## src/debug_trigger_regs.vh

```
// register indices, field positions, codes and reset values of the trigger block
`ifndef DEBUG_TRIGGER_REGS_VH
`define DEBUG_TRIGGER_REGS_VH

// register indices, byte address is four times the index
`define IDX_CONTROL      8'h0c
`define IDX_TRIGGER      8'h0d
`define IDX_STATUS       8'h0e
`define IDX_COUNT        8'h0f
`define IDX_IRQ_STATUS   8'h10
`define IDX_IRQ_MASK     8'h11

// unit_control_reg fields
`define CTL_ENABLE_BIT   7
`define CTL_ARM_BIT      6
// trigger_setup fields
`define TRG_QUAL_BIT     7
`define TRG_BEGIN_BIT    6
`define TRG_MODE_HI      3
`define TRG_MODE_LO      0
// match_status fields
`define ST_A_BIT         7
`define ST_B_BIT         6
`define ST_C_BIT         5
`define ST_ARMED_BIT     0
// interrupt status and mask fields
`define IRQ_TRIG_BIT     0
`define IRQ_FULL_BIT     1
`define IRQ_END_BIT      2

// trigger mode codes
`define MODE_A_ONLY      4'h0
`define MODE_A_OR_B      4'h1
`define MODE_A_THEN_B    4'h2
`define MODE_EV_B        4'h3
`define MODE_A_THEN_EV_B 4'h4
`define MODE_A_AND_B     4'h5
`define MODE_A_AND_NOT_B 4'h6
`define MODE_INSIDE      4'h7
`define MODE_OUTSIDE     4'h8

// reset values and limits
`define RST_CONTROL      8'h00
`define RST_TRIGGER      8'h00
`define RST_COUNT        4'h0
`define RST_IRQ          3'h0
`define COUNT_FULL       4'h8

`endif

```

## src/debug_trigger_status_count.v

```verilog
// trigger setup, match status and capture count of the on-chip trace unit
//
// Decided for this implementation: register access over APB.
`include "debug_trigger_regs.vh"
`default_nettype none

// Function
// - qualify bit 0 triggers on any compare access, 1 only on executed opcode except for event B, inside and outside
// - begin/end bit: 0 trigger ends storage, 1 trigger starts storage
// - codes 0000..0100: A, A or B, A then B, event B, A then event B
// - codes 0101..1000: A and B, A and not B, inside, outside; others none
// - trigger setup register holds while armed, writable only when disarmed
// - end-run reset of enabled end-type run keeps trigger setup bits
// - match A flag bit 7 set once A matched since arming
// - match B flag bit 6 reports B matched since arming
// - match C flag bit 5 reports C matched since arming
// - armed flag bit 0 copies the arm control bit while enabled
// - end-run reset clears armed flag, match flags keep their values
// - capture count increments per captured word, saturates at eight
// - capture count clears when armed, value equals valid fifo words
// - end-run reset keeps count; power-on or other reset clears it
// - arming, triggering and storage only while unit enabled
// - begin-type run stores after trigger until eight words held
module debug_trigger_status_count (
  input  wire        pclk,
  input  wire        presetn,
  input  wire        psel,
  input  wire        penable,
  input  wire        pwrite,
  input  wire [11:0] paddr,
  input  wire [31:0] pwdata,
  output wire [31:0] prdata,
  output wire        pready,
  output wire        pslverr,
  input  wire        run_reset,
  input  wire        bus_access,
  input  wire        match_a,
  input  wire        match_b,
  input  wire        match_c,
  input  wire        exec_a,
  input  wire        exec_b,
  input  wire        word_valid,
  output wire        fifo_write,
  output wire        storing,
  output reg         trigger_pulse,
  output wire        irq
);

  // registers
  reg        enable_reg;
  reg        arm_reg;
  reg  [7:0] setup_reg;
  reg        flag_a_reg;
  reg        flag_b_reg;
  reg        flag_c_reg;
  reg  [3:0] count_reg;
  reg        seen_a_reg;
  reg        started_reg;
  reg  [2:0] irq_stat_reg;
  reg  [2:0] irq_mask_reg;
  reg [31:0] prdata_reg;

  // decoded controls
  wire       qual_sel;
  wire       begin_type;
  wire [3:0] mode;
  wire       wr_access;
  wire       rd_setup;
  wire       wr_control;
  wire       wr_setup;
  wire       wr_irq_stat;
  wire       wr_irq_mask;
  wire       arm_request;
  wire       keep_case;
  wire       active;
  wire       hit_a;
  wire       hit_b;
  wire       count_full;
  wire       disarm_write;
  wire       last_word;
  wire       trig_event;
  wire       full_event;
  wire       end_event;
  wire [7:0] control_word;
  wire [7:0] status_word;

  reg        trig_now;
  reg  [31:0] rd_mux;
  reg        mapped;
  reg        arm_next;
  reg        started_next;
  reg  [3:0] count_next;

  // reset value of the control register, split into enable and arm
  localparam [7:0] control_init = `RST_CONTROL;
  localparam [0:0] enable_init  = control_init[`CTL_ENABLE_BIT];
  localparam [0:0] arm_init     = control_init[`CTL_ARM_BIT];

  // true when a byte address selects a register index
  function hit;
    input [11:0] addr;
    input [7:0]  idx;
    begin
      hit = (addr[1:0] == 2'b00) && (addr[11:2] == {2'b00, idx});
    end
  endfunction

  // zero-extend an 8-bit value onto the bus
  function [31:0] wide8;
    input [7:0] v;
    begin
      wide8 = {24'h000000, v};
    end
  endfunction

  assign qual_sel   = setup_reg[`TRG_QUAL_BIT];
  assign begin_type = setup_reg[`TRG_BEGIN_BIT];
  assign mode       = setup_reg[`TRG_MODE_HI:`TRG_MODE_LO];

  // bus decode, writes land in the access phase
  assign wr_access   = psel & penable & pwrite;
  assign rd_setup    = psel & ~penable & ~pwrite;
  assign wr_control  = wr_access & hit(paddr, `IDX_CONTROL);
  assign wr_setup    = wr_access & hit(paddr, `IDX_TRIGGER);
  assign wr_irq_stat = wr_access & hit(paddr, `IDX_IRQ_STATUS);
  assign wr_irq_mask = wr_access & hit(paddr, `IDX_IRQ_MASK);

  assign arm_request = wr_control & pwdata[`CTL_ENABLE_BIT] & pwdata[`CTL_ARM_BIT] & ~arm_reg;

  // enabled end-type run ending in reset keeps its state
  assign keep_case = run_reset & enable_reg & ~begin_type;

  // nothing triggers or stores while disabled
  assign active = enable_reg & arm_reg & ~run_reset;

  // pick the executed-opcode match or the raw match
  function qualify;
    input sel;
    input executed;
    input raw;
    begin
      qualify = sel ? executed : raw;
    end
  endfunction

  // opcode qualification of A and B
  assign hit_a = qualify(qual_sel, exec_a, match_a);
  assign hit_b = qualify(qual_sel, exec_b, match_b);

  assign count_full = (count_reg == `COUNT_FULL);

  // writing enable or arm low ends a run
  assign disarm_write = wr_control & (~pwdata[`CTL_ARM_BIT] | ~pwdata[`CTL_ENABLE_BIT]);

  // eighth word of a run goes into the fifo this cycle
  assign last_word = fifo_write & (count_reg == (`COUNT_FULL - 4'h1));

  // trigger condition by mode
  always @* begin
    trig_now = 1'b0;
    case (mode)
      `MODE_A_ONLY:      trig_now = hit_a;
      `MODE_A_OR_B:      trig_now = hit_a | hit_b;
      `MODE_A_THEN_B:    trig_now = seen_a_reg & hit_b;
      `MODE_EV_B:        trig_now = match_b;
      `MODE_A_THEN_EV_B: trig_now = seen_a_reg & match_b;
      `MODE_A_AND_B:     trig_now = hit_a & hit_b;
      `MODE_A_AND_NOT_B: trig_now = hit_a & ~hit_b;
      `MODE_INSIDE:      trig_now = bus_access & match_a & match_b;
      `MODE_OUTSIDE:     trig_now = bus_access & ~(match_a & match_b);
      default:           trig_now = 1'b0; // codes 9..15 never trigger
    endcase
  end

  // storage window: end-type before trigger, begin-type after
  assign storing    = active & (begin_type ? started_reg : ~trig_now);
  assign fifo_write = storing & word_valid;

  // next arm and started bits; resets and disarming writes win over the run
  always @* begin
    arm_next     = arm_reg;
    started_next = started_reg;
    if (run_reset) begin
      arm_next     = 1'b0;
      started_next = 1'b0;
    end else if (arm_request) begin
      arm_next     = 1'b1;
      started_next = 1'b0;
    end else if (disarm_write) begin
      arm_next = 1'b0;
    end else if (active) begin
      if (!begin_type && trig_now) begin
        arm_next = 1'b0;
      end else if (begin_type && !started_reg && trig_now) begin
        started_next = 1'b1;
      end else if (begin_type && started_reg && last_word) begin
        // run ends with eight words stored
        arm_next     = 1'b0;
        started_next = 1'b0;
      end
    end
  end

  // interrupt events: trigger, eighth word, end of a run for any reason
  assign trig_event = active & trig_now & ~(begin_type & started_reg);
  assign full_event = last_word;
  assign end_event  = arm_reg & ~arm_next;

  // control register and run sequencing
  always @(posedge pclk or negedge presetn) begin
    if (!presetn) begin
      enable_reg    <= enable_init;
      arm_reg       <= arm_init;
      started_reg   <= 1'b0;
      seen_a_reg    <= 1'b0;
      trigger_pulse <= 1'b0;
    end else begin
      arm_reg     <= arm_next;
      started_reg <= started_next;
      if (run_reset) begin
        // end-run reset keeps enable, other resets clear it
        enable_reg    <= keep_case ? enable_reg : 1'b0;
        seen_a_reg    <= 1'b0;
        trigger_pulse <= 1'b0;
      end else begin
        trigger_pulse <= trig_event;
        if (wr_control) begin
          enable_reg <= pwdata[`CTL_ENABLE_BIT];
        end
        if (arm_request) begin
          seen_a_reg <= 1'b0;
        end else if (active && !disarm_write && hit_a) begin
          seen_a_reg <= 1'b1;
        end
      end
    end
  end

  // trigger setup register
  always @(posedge pclk or negedge presetn) begin
    if (!presetn) begin
      setup_reg <= `RST_TRIGGER;
    end else if (run_reset) begin
      // kept on enabled end-type run reset
      if (!keep_case) begin
        setup_reg <= `RST_TRIGGER;
      end
    end else if (wr_setup && !arm_reg) begin
      // writes while armed are dropped silently
      setup_reg <= {pwdata[7:6], 2'b00, pwdata[3:0]};
    end
  end

  // match flags since arming
  always @(posedge pclk or negedge presetn) begin
    if (!presetn) begin
      flag_a_reg <= 1'b0;
      flag_b_reg <= 1'b0;
      flag_c_reg <= 1'b0;
    end else if (run_reset) begin
      // flags keep values on end-run reset
      if (!keep_case) begin
        flag_a_reg <= 1'b0;
        flag_b_reg <= 1'b0;
        flag_c_reg <= 1'b0;
      end
    end else if (arm_request) begin
      flag_a_reg <= 1'b0;
      flag_b_reg <= 1'b0;
      flag_c_reg <= 1'b0;
    end else if (active) begin
      if (hit_a) begin
        flag_a_reg <= 1'b1;
      end
      if (hit_b) begin
        flag_b_reg <= 1'b1;
      end
      if (match_c) begin
        flag_c_reg <= 1'b1;
      end
    end
  end

  // next capture count
  always @* begin
    count_next = count_reg;
    if (run_reset) begin
      // kept on end-run reset, cleared otherwise
      if (!keep_case) begin
        count_next = `RST_COUNT;
      end
    end else if (arm_request) begin
      count_next = `RST_COUNT;
    end else if (fifo_write && !count_full) begin
      // one per word, stops at eight
      count_next = count_reg + 4'h1;
    end
  end

  // capture count register
  always @(posedge pclk or negedge presetn) begin
    if (!presetn) begin
      count_reg <= `RST_COUNT;
    end else begin
      count_reg <= count_next;
    end
  end

  // interrupt status and mask, set wins over clear
  always @(posedge pclk or negedge presetn) begin
    if (!presetn) begin
      irq_stat_reg <= `RST_IRQ;
      irq_mask_reg <= `RST_IRQ;
    end else begin
      irq_stat_reg <= (irq_stat_reg & ~(wr_irq_stat ? pwdata[2:0] : 3'h0))
                    | {end_event, full_event, trig_event};
      if (wr_irq_mask) begin
        irq_mask_reg <= pwdata[2:0];
      end
    end
  end

  assign irq = |(irq_stat_reg & irq_mask_reg);

  // control register as read back
  assign control_word = {enable_reg, arm_reg, 6'h00};

  // armed flag mirrors arm while enabled
  assign status_word = {flag_a_reg, flag_b_reg, flag_c_reg, 4'h0, arm_reg & enable_reg};

  // read multiplexer
  always @* begin
    rd_mux = 32'h00000000;
    mapped = 1'b1;
    if (hit(paddr, `IDX_CONTROL)) begin
      rd_mux = wide8(control_word);
    end else if (hit(paddr, `IDX_TRIGGER)) begin
      rd_mux = wide8(setup_reg);
    end else if (hit(paddr, `IDX_STATUS)) begin
      rd_mux = wide8(status_word);
    end else if (hit(paddr, `IDX_COUNT)) begin
      rd_mux = wide8({4'h0, count_reg});
    end else if (hit(paddr, `IDX_IRQ_STATUS)) begin
      rd_mux = {29'h00000000, irq_stat_reg};
    end else if (hit(paddr, `IDX_IRQ_MASK)) begin
      rd_mux = {29'h00000000, irq_mask_reg};
    end else begin
      mapped = 1'b0;
    end
  end

  // read data captured in the setup phase
  always @(posedge pclk or negedge presetn) begin
    if (!presetn) begin
      prdata_reg <= 32'h00000000;
    end else if (rd_setup) begin
      prdata_reg <= rd_mux;
    end
  end

  assign prdata  = prdata_reg;
  assign pready  = 1'b1;
  assign pslverr = psel & penable & ~mapped;

endmodule // debug_trigger_status_count

`default_nettype wire

```

## config.mk

```make
export PLATFORM = sky130hd
export DESIGN_NAME = debug_trigger_status_count
export DESIGN_NICKNAME = d
export VERILOG_FILES = /design/src/debug_trigger_status_count.v
export VERILOG_INCLUDE_DIRS = /design/src
export SDC_FILE = /design/constraint.sdc
export NUM_CORES = 1
export LEC_CHECK = 0
export BUFFER_PORTS_ARGS = -buffer_cell sky130_fd_sc_hd__buf_2
export CAP_MARGIN = 20
export CORE_ASPECT_RATIO = 2
export CORE_MARGIN = 2
export CORE_UTILIZATION = 40
export CTS_CLUSTER_SIZE = 28
export DETAILED_ROUTE_END_ITERATION = 16
export PLACE_DENSITY = 0.77
export SYNTH_ARGS = -nofsm -noshare
export SYNTH_HDL_FRONTEND = slang
export SYNTH_SLANG_ARGS = --single-unit
```

## constraint.sdc

```tcl
create_clock -name pclk -period 5.4 [get_ports pclk]
set_input_delay 0.54 -clock pclk [delete_from_list [all_inputs] [get_ports pclk]]
set_output_delay 0.54 -clock pclk [all_outputs]
set_load 0.005 [all_outputs]
```

* Word-level counts from Yosys, hierarchy flattened
Cells that the tools add are included.
** Word-level totals
- Flip-flop bits (word level) :: 58
- Input bits :: 57
- Word-level logic and storage cells :: 180
** Operators by class
- Add/sub/neg operators :: 1
- Eq/ne operators :: 19
- Muxes and demuxes :: 57
- Bitwise operators :: 51
- Reductions and logical operators :: 39
** Operators with widths (number)
- 8-bit 2-to-1 mux :: 6
- 1-bit 2-to-1 mux :: 42
- 10-bit by 4-bit equality test with 1-bit output, second input constant :: 4
- 1-bit bitwise AND :: 32
- 10-bit by 5-bit equality test with 1-bit output, second input constant :: 2
- 4-bit by 3-bit equality test with 1-bit output, second input constant :: 5
- 4-bit 2-to-1 mux :: 5
- 3-bit nonzero test :: 6
- 1-bit logical AND :: 15
- 1-bit inverter :: 13
- 3-bit 2-to-1 mux :: 3
- 1-bit one-hot mux with 9 select lines :: 1
- 3-bit AND reduction :: 3
- 4-bit by 2-bit equality test with 1-bit output, second input constant :: 2
- 4-bit equality test, second input constant :: 2
- 3-bit bitwise AND :: 2
- 3-bit inequality test, second input constant :: 2
- 2-bit AND reduction :: 3
- 1-bit logical NOT :: 5
- 4-bit by 1-bit adder with 4-bit output, second input constant :: 1
- 4-bit by 1-bit equality test with 1-bit output, second input constant :: 1
- 4-bit logical NOT :: 1
- 4-bit AND reduction :: 1
- 2-bit nonzero test :: 2
- other kinds (7) :: 8

* Logic depth before layout (Yosys ltp)
Gate-level depths: netlist (run 1).
- Depth in word-level cells :: 20
- Mapped depth :: 7
- Gate-level depth less buffers :: 7

* Least setup slack after synthesis (run 1)
OpenSTA, ideal clock, no wires.
- Kind :: input port to output port
- Start :: input exec_b
- End :: output fifo_write
- Data arrival time :: 1.711 ns
- Required time :: 4.860 ns
- Slack :: 3.149 ns
- Stages on the path :: 6
- Cell sequence :: mux2_2 o2111ai_2 o21ai_2 o31a_1 nor3_2 and2_1
** Between the ends
- Longest elaborated chain between the ends :: 8
- Elaborated cells on any way between the ends :: 11
- Those cells by class :: mux (3); bitwise (8)
** RTL lines
- from (decl) :: RTL line debug_trigger_status_count.v:41 : input wire exec_b,
- 1-bit 2-to-1 mux (*) :: RTL line debug_trigger_status_count.v:142 : qualify = sel ? executed : raw;
- 1-bit inverter :: RTL line debug_trigger_status_count.v:168 : `MODE_A_AND_NOT_B: trig_now = hit_a & ~hit_b;
- 1-bit bitwise AND :: RTL line debug_trigger_status_count.v:168
- 1-bit one-hot mux with 9 select lines (*) :: RTL line debug_trigger_status_count.v:161 : case (mode)
- 1-bit inverter (*) :: RTL line debug_trigger_status_count.v:176 : assign storing = active & (begin_type ? started_reg : ~trig_now);
- 1-bit 2-to-1 mux (*) :: RTL line debug_trigger_status_count.v:176
- 1-bit bitwise AND (*) :: RTL line debug_trigger_status_count.v:176
- via storing :: RTL line debug_trigger_status_count.v:44 : output wire storing,
- 1-bit bitwise AND (*) :: RTL line debug_trigger_status_count.v:177 : assign fifo_write = storing & word_valid;
- to (decl) :: RTL line debug_trigger_status_count.v:43 : output wire fifo_write,
The timed path passes the listed nets; every way through them passes the cells marked *.

* Worst setup path after layout (run 1)
- Start :: register setup_reg[2]
- End :: output fifo_write
** Between the ends
- Longest elaborated chain between the ends :: 6
- Elaborated cells on any way between the ends :: 14
- Those cells by class :: eq/ne (8); mux (2); bitwise (3); reduce/logical (1)
** RTL lines
- from (decl) :: RTL line debug_trigger_status_count.v:52 : reg [7:0] setup_reg;
- from (signal assigned) :: RTL line debug_trigger_status_count.v:242 : setup_reg <= `RST_TRIGGER;
- from (signal assigned) :: RTL line debug_trigger_status_count.v:246 : setup_reg <= `RST_TRIGGER;
- from (signal assigned) :: RTL line debug_trigger_status_count.v:250 : setup_reg <= {pwdata[7:6], 2'b00, pwdata[3:0]};
- 4-bit equality test (tied with other cells) :: RTL line debug_trigger_status_count.v:161
- 1-bit one-hot mux with 9 select lines (*) :: RTL line debug_trigger_status_count.v:161
- 1-bit inverter (*) :: RTL line debug_trigger_status_count.v:176
- 1-bit 2-to-1 mux (*) :: RTL line debug_trigger_status_count.v:176
- 1-bit bitwise AND (*) :: RTL line debug_trigger_status_count.v:176
- 1-bit bitwise AND (*) :: RTL line debug_trigger_status_count.v:177
Every way passes the cells marked *; elsewhere a longest branch is shown, timed or not.

==> results.tsv, run 1 <==
metric	value	unit
dieArea	5970	µm²
finClkSkew	6.25	ps
n_fill_cell	505	
required	4860	ps
yosysSeqAreaShare	36.4	%
startpoint_type	flip-flop	
io_pins	95	
gp_congestion	0.931	
postCtsSetupRepairBufs	0	
grt_pass1_wl	8120	µm
antenna_found_initial	0	
tritoncts	done	
rsz0062_at_grt	no	
worst_ir_drop_vdd	0.000130	V
fin_crit	2820	ps
power_per_cell_area	198	nW/µm²
report.final.hold_viol_count	0	
setup_tns	0	ps
clkTransAtPathRegs	70	ps
vias	1925	
holdBufCountCts	0	
die_h	107	µm
setup_viol_count_final	0	
cts_buffers	5	
vias_per_cell	5.44	
yosysTopAreaCell	dfrtp_1	
drtIter0Drc	64	
grt_pass1_vias	1846	
htreeDepth	2	
n_antenna_cell	0	
portBuffers	42	
cts.sinks	31	
drc_errors	0	
yosysUniqueCellTypes	53	
worstMarginPinSlew	706	ps
hold_path_class	input pin to async pin	
coreArea	5140	µm²
dp_hpwl	4130	µm
clk-insertion-delay-late	290	ps
dp_cells	346	
yosys_warnings	0	
synthesis.area	2130	µm²
largest_register_ffs	7	
synth_top_cells_by_area	dfrtp_1, buf_4, nand2_1	
dr.pass1.iters	4	
multi_input_area	1170	µm²
stdcell_count	354	
drive_gt1_share	22.3	%
cp.arrival	2280	ps
synth_edf_count	0	
drv_cap	0	
die_w	55.6	µm
fmax	0.354	GHz
grt_usage	17.7	%
final.period_utilization	52.3	%
ant_nets	0	
syn_avg_cell_area	8.36	µm²
grt_overflow_total	0	
yosysTopAreaCellShare	36.4	%
area_growth	11.1	%
async_flop_share	100	%
synth_seq_cells	31	
slew_violations	0	
critPathMaxFanout	9	
grt_max_degree	32	
slew_headroom	53.0	%
setup.worst_path.class	flip-flop to output port	
cts_resized	0	
cts_buffer_depth	2	
nets	354	
seqCellArea	776	µm²
status	finished clean	
drt-wirelength-per-cell	14.7	µm
end_kind	output port	
cts-root-buf	clkbuf_8	
rows	37	
initial_core_util	41.5	%
syn_inst	255	
wirelength	5220	µm
synthFlopType	dfrtp_1	
fin_util	46.1	%
p_leak	1.10	nW
==> placed cells by master (no fill, tap or decap), drive strengths merged, types with 4 or more instances in the layout <==
master / synthesis / layout
mux2: 7 / 7
dfrtp: 31 / 31
o21ai: 16 / 16
nor2: 21 / 21
nor2b: 5 / 5
inv: 11 / 11
o211ai: 4 / 4
a22oi: 4 / 4
nor3: 7 / 7
a21oi: 10 / 10
clkbuf: 6 / 5
conb: 2 / 26
nand3: 10 / 10
buf: 28 / 43
nand2b: 4 / 4
nand2: 42 / 42
nor3b: 4 / 4
mux2i: 4 / 4
==> per-stage QoR <==
step | total power [W] | hold WS (ps) | cell area (µm²) | setup slack (ps)
after floorplan | 0.000279 | 244 | 2220 | 3150
after global placement | 0.000289 | 449 | 2280 | 2750
after detailed placement | 0.000290 | 461 | 2280 | 2750
after CTS | 0.000471 | 317 | 2370 | 2520
after global routing | 0.000487 | 339 | 2370 | 2420
final | 0.000469 | 293 | 2370 | 2580
==> routing by layer <==
layer	global-route usage [%]	wire, µm
met5	0	0
met4	13.1	272
met3	2.76	264
met2	33.1	2840
met1	16.8	1840
==> cells by family (layout without fill, tap and decap cells) <==
family,count (synthesis),in the layout,share of synthesized area [%]
fa+ha+maj,2,2,1.17
mux,11,11,5.58
other cells,2,26,0.352
buf+inv,45,62,12.9
compound gates,57,57,18.8
flops,31,31,36.4
simple gates,107,107,24.9
==> path summary, 6_finish.rpt <==
check	depth (start not counted)	slack, ps	to	startpoint
max	7	2580	fifo_write	setup_reg[2]
min	1	290	flag_b_reg	presetn
max reg2reg	6	3260	irq_stat_reg[2]	setup_reg[2]
min reg2reg	2	470	prdata[0]	prdata[0]
max in group asynchronous	1	4650	prdata[3]	presetn
min in group pclk	2	470	prdata[0]	prdata[0]
==> synth_stat cells, drive strengths merged (2+ instances only) <==
library cell	n
nand2	42
dfrtp	31
buf	28
nor2	21
o21ai	16
inv	11
a21oi	10
nand3	10
mux2	7
nor3	7
clkbuf	6
nor2b	5
a22oi	4
mux2i	4
nand2b	4
nor3b	4
o211ai	4
and2	3
nor4	3
o22ai	3
a211o	2
a32oi	2
and4b	2
conb	2
ha	2
o31ai	2
==> area by class of cell <==
cell class	count	area share, %
Clock buffer	5	2.91
Clock inverter	3	0.845
Timing Repair Buffer	43	9.19
Multi-Input combinational cell	203	49.5
Sequential cell	31	32.8
Inverter	11	1.74
Tap cell	58	3.06
==> power by group <==
part / internal [W] / switching (W) / leakage, nW
Sequential: 0.000233 / 0.00000234 / 0.427
Combinational: 0.0000175 / 0.0000332 / 0.630
Clock: 0.0000895 / 0.0000926 / 0.0402
==> worst max-delay path: stages, from the launching register on <==
cell and delay (ps):
dfrtp_1 490, and4b_1 250, a311oi_1 270, o32ai_1 180, o31a_1 310, nor3_2 230
and2_1 160, buf_2 100
Note: power is estimated with default switching activity, not from simulation.
==> inputs of run 2 (changes only) <==
Clock period 5.4 ns to 2.75 ns, I/O delays scaled along.
==> results.tsv, run 2 (synthesis results as in run 1) <==
metric	value	unit	change
cp_slowest_cell	dfrtp_1		unchanged
r2r-end	irq_stat_reg[2]		unchanged
hold_path_class	input pin to async pin		unchanged
grt_util_met2	36.6	%	was 33.1%
cp.depth	7		unchanged
worstMarginPinSlew	677	ps	was 706 ps
portBuffers	42		unchanged
setup.worst_path.class	flip-flop to output port		unchanged
layout_common_cells	nand2_1, buf_2, dfrtp_1, conb_1, nor2_1		unchanged
setup_tns	0	ps	unchanged
area_growth	12.8	%	was 11.1%
grt_max_degree	32		unchanged
grt_overflow_total	0		unchanged
dieArea	5970	µm²	unchanged
cp-startpoint	setup_reg[7]		was setup_reg[2]
slew_violations	0		unchanged
startpoint_type	flip-flop		unchanged
use_met1	17.9	%	was 16.8%
end_kind	output port		unchanged
report.final.hold_viol_count	0		unchanged
nets	355		was 354
vias	1936		was 1925
setup_viol_count_final	0		unchanged
stdcell_count	355		was 354
dp_hpwl	4200	µm	was 4130 µm
sequentialPowerShare	45.0	%	was 50.3%
p_leak	1.12	nW	was 1.10 nW
grt_pass1_vias	1879		was 1846
critPathCapture	fifo_write		unchanged
switching_share	23.6	%	was 27.3%
placed_area	2290	µm²	was 2280 µm²
largest_register_ffs	7		unchanged
fin_crit	2530	ps	
clkTransAtPathRegs	70	ps	about the same
antenna_found_initial	0		unchanged
power.share.clock	45.3	%	was 38.9%
dp_cells	347		was 346
cts_buffers	5		unchanged
drive_gt1_share	22.6	%	was 22.3%
finClkSkew	3.41	ps	was 6.25 ps
power_per_cell_area	428	nW/µm²	was 198 nW/µm²
grt_util_met3	3.00	%	was 2.76%
clk-insertion-delay-late	280	ps	was 290 ps
required	2480	ps	was 4860 ps
grt-busiest-layer	met2		unchanged
ff2ff_path_depth	6		unchanged
grt_usage	18.6	%	was 17.7%
cts.sinks	31		unchanged
cp.arrival	2250	ps	was 2280 ps
cts_buffer_depth	2		unchanged
final.period_utilization	91.8	%	
crit-reg2reg-launch	setup_reg[7]		was setup_reg[2]
p_sw	0.000243	W	was 0.000128 W
finalPower	0.00103	W	was 0.000469 W
drtIter0Drc	46		was 64
crit_family	compound AO/OA/AOI/OAI gates		unchanged
fin_util	46.8	%	was 46.1%
rows	37		unchanged
grt_pass1_wl	8530	µm	was 8120 µm
worst_ir_drop_vdd	0.000506	V	was 0.000130 V
worst-path-buf-inv	1		unchanged
htreeDepth	2		unchanged
postCtsSetupRepairBufs	0		unchanged
cts_resized	0		unchanged
die_h	107	µm	unchanged
post-route-cell-area	2400	µm²	was 2370 µm²
io_pins	95		unchanged
power_frac_comb	9.7	%	was 10.8%
cp_cell_sequence	mux2_2, o2111ai_2, o21ai_2, o31a_1, nor3_2, and2_1, buf_2		was and4b_1, a311oi_1, o32ai_1, o31a_1, nor3_2, and2_1, buf_2
coreArea	5140	µm²	unchanged
critPathMaxFanout	6		was 9
n_antenna_cell	0		unchanged
tritoncts	done		unchanged
status	finished clean		unchanged
die_w	55.6	µm	unchanged
fmax	0.396	GHz	
dr.pass1.iters	4		unchanged
intPower	0.000786	W	was 0.000340 W
ant_nets	0		unchanged
drv_cap	0		unchanged
vias_per_cell	5.45		was 5.44
drt-wirelength-per-cell	14.8	µm	was 14.7 µm
wirelength	5270	µm	was 5220 µm
critPathMaxStageDelay	460	ps	was 490 ps
drc_errors	0		unchanged
cts-root-buf	clkbuf_8		unchanged
gp_congestion	0.931		about the same
r2r_slack	680	ps	was 3260 ps
slew_headroom	54.8	%	was 53.0%
holdBufCountCts	0		unchanged
initial_core_util	41.5	%	unchanged
rsz0062_at_grt	no		unchanged
## run 2: worst min-delay path by stage
stage	endpoint	depth (start not counted)
finish	flag_b_reg	1
global route	flag_b_reg	1
CTS	flag_b_reg	1
detailed placement	flag_b_reg	1
global placement	flag_c_reg	1
floorplan	arm_reg	0
## run 2: through the flow
stage                     worst slack [ps]  hold slack [ps]
after floorplan                        819            -20.6
after global placement                 502              348
after detailed placement               503              361
after CTS                              192             57.6
after global routing                  72.6             71.7
final                                  225             21.7
## run 2: per-layer routing
layer | routed length (µm) | part of all wire, %
met1 | 1780 | 34
met2 | 3010 | 57
met3 | 250 | 4.7
met4 | 228 | 4.3
met5 | 0 | 0
## run 2: power by group through the flow
| stage | clock network (W) | logic, W | registers (W) |
|---|---|---|---|
| floorplan | 0 | 0.0000785 | 0.000470 |
| global placement | 0 | 0.0000972 | 0.000471 |
| detailed placement | 0 | 0.0000995 | 0.000472 |
| CTS | 0.000473 | 0.000100 | 0.000463 |
| global route | 0.000494 | 0.000112 | 0.000463 |
| finish | 0.000466 | 0.0000998 | 0.000463 |
## run 2: layout make-up
type                    count  area [µm²]
inverters                  11        41.3
clock buffers               6        82.6
flip-flops and latches     31         776
fillers                   497        2730
well taps                  58        72.6
clock inverters             2        35.0
multi-input cells         203        1170
repair buffers             44         225
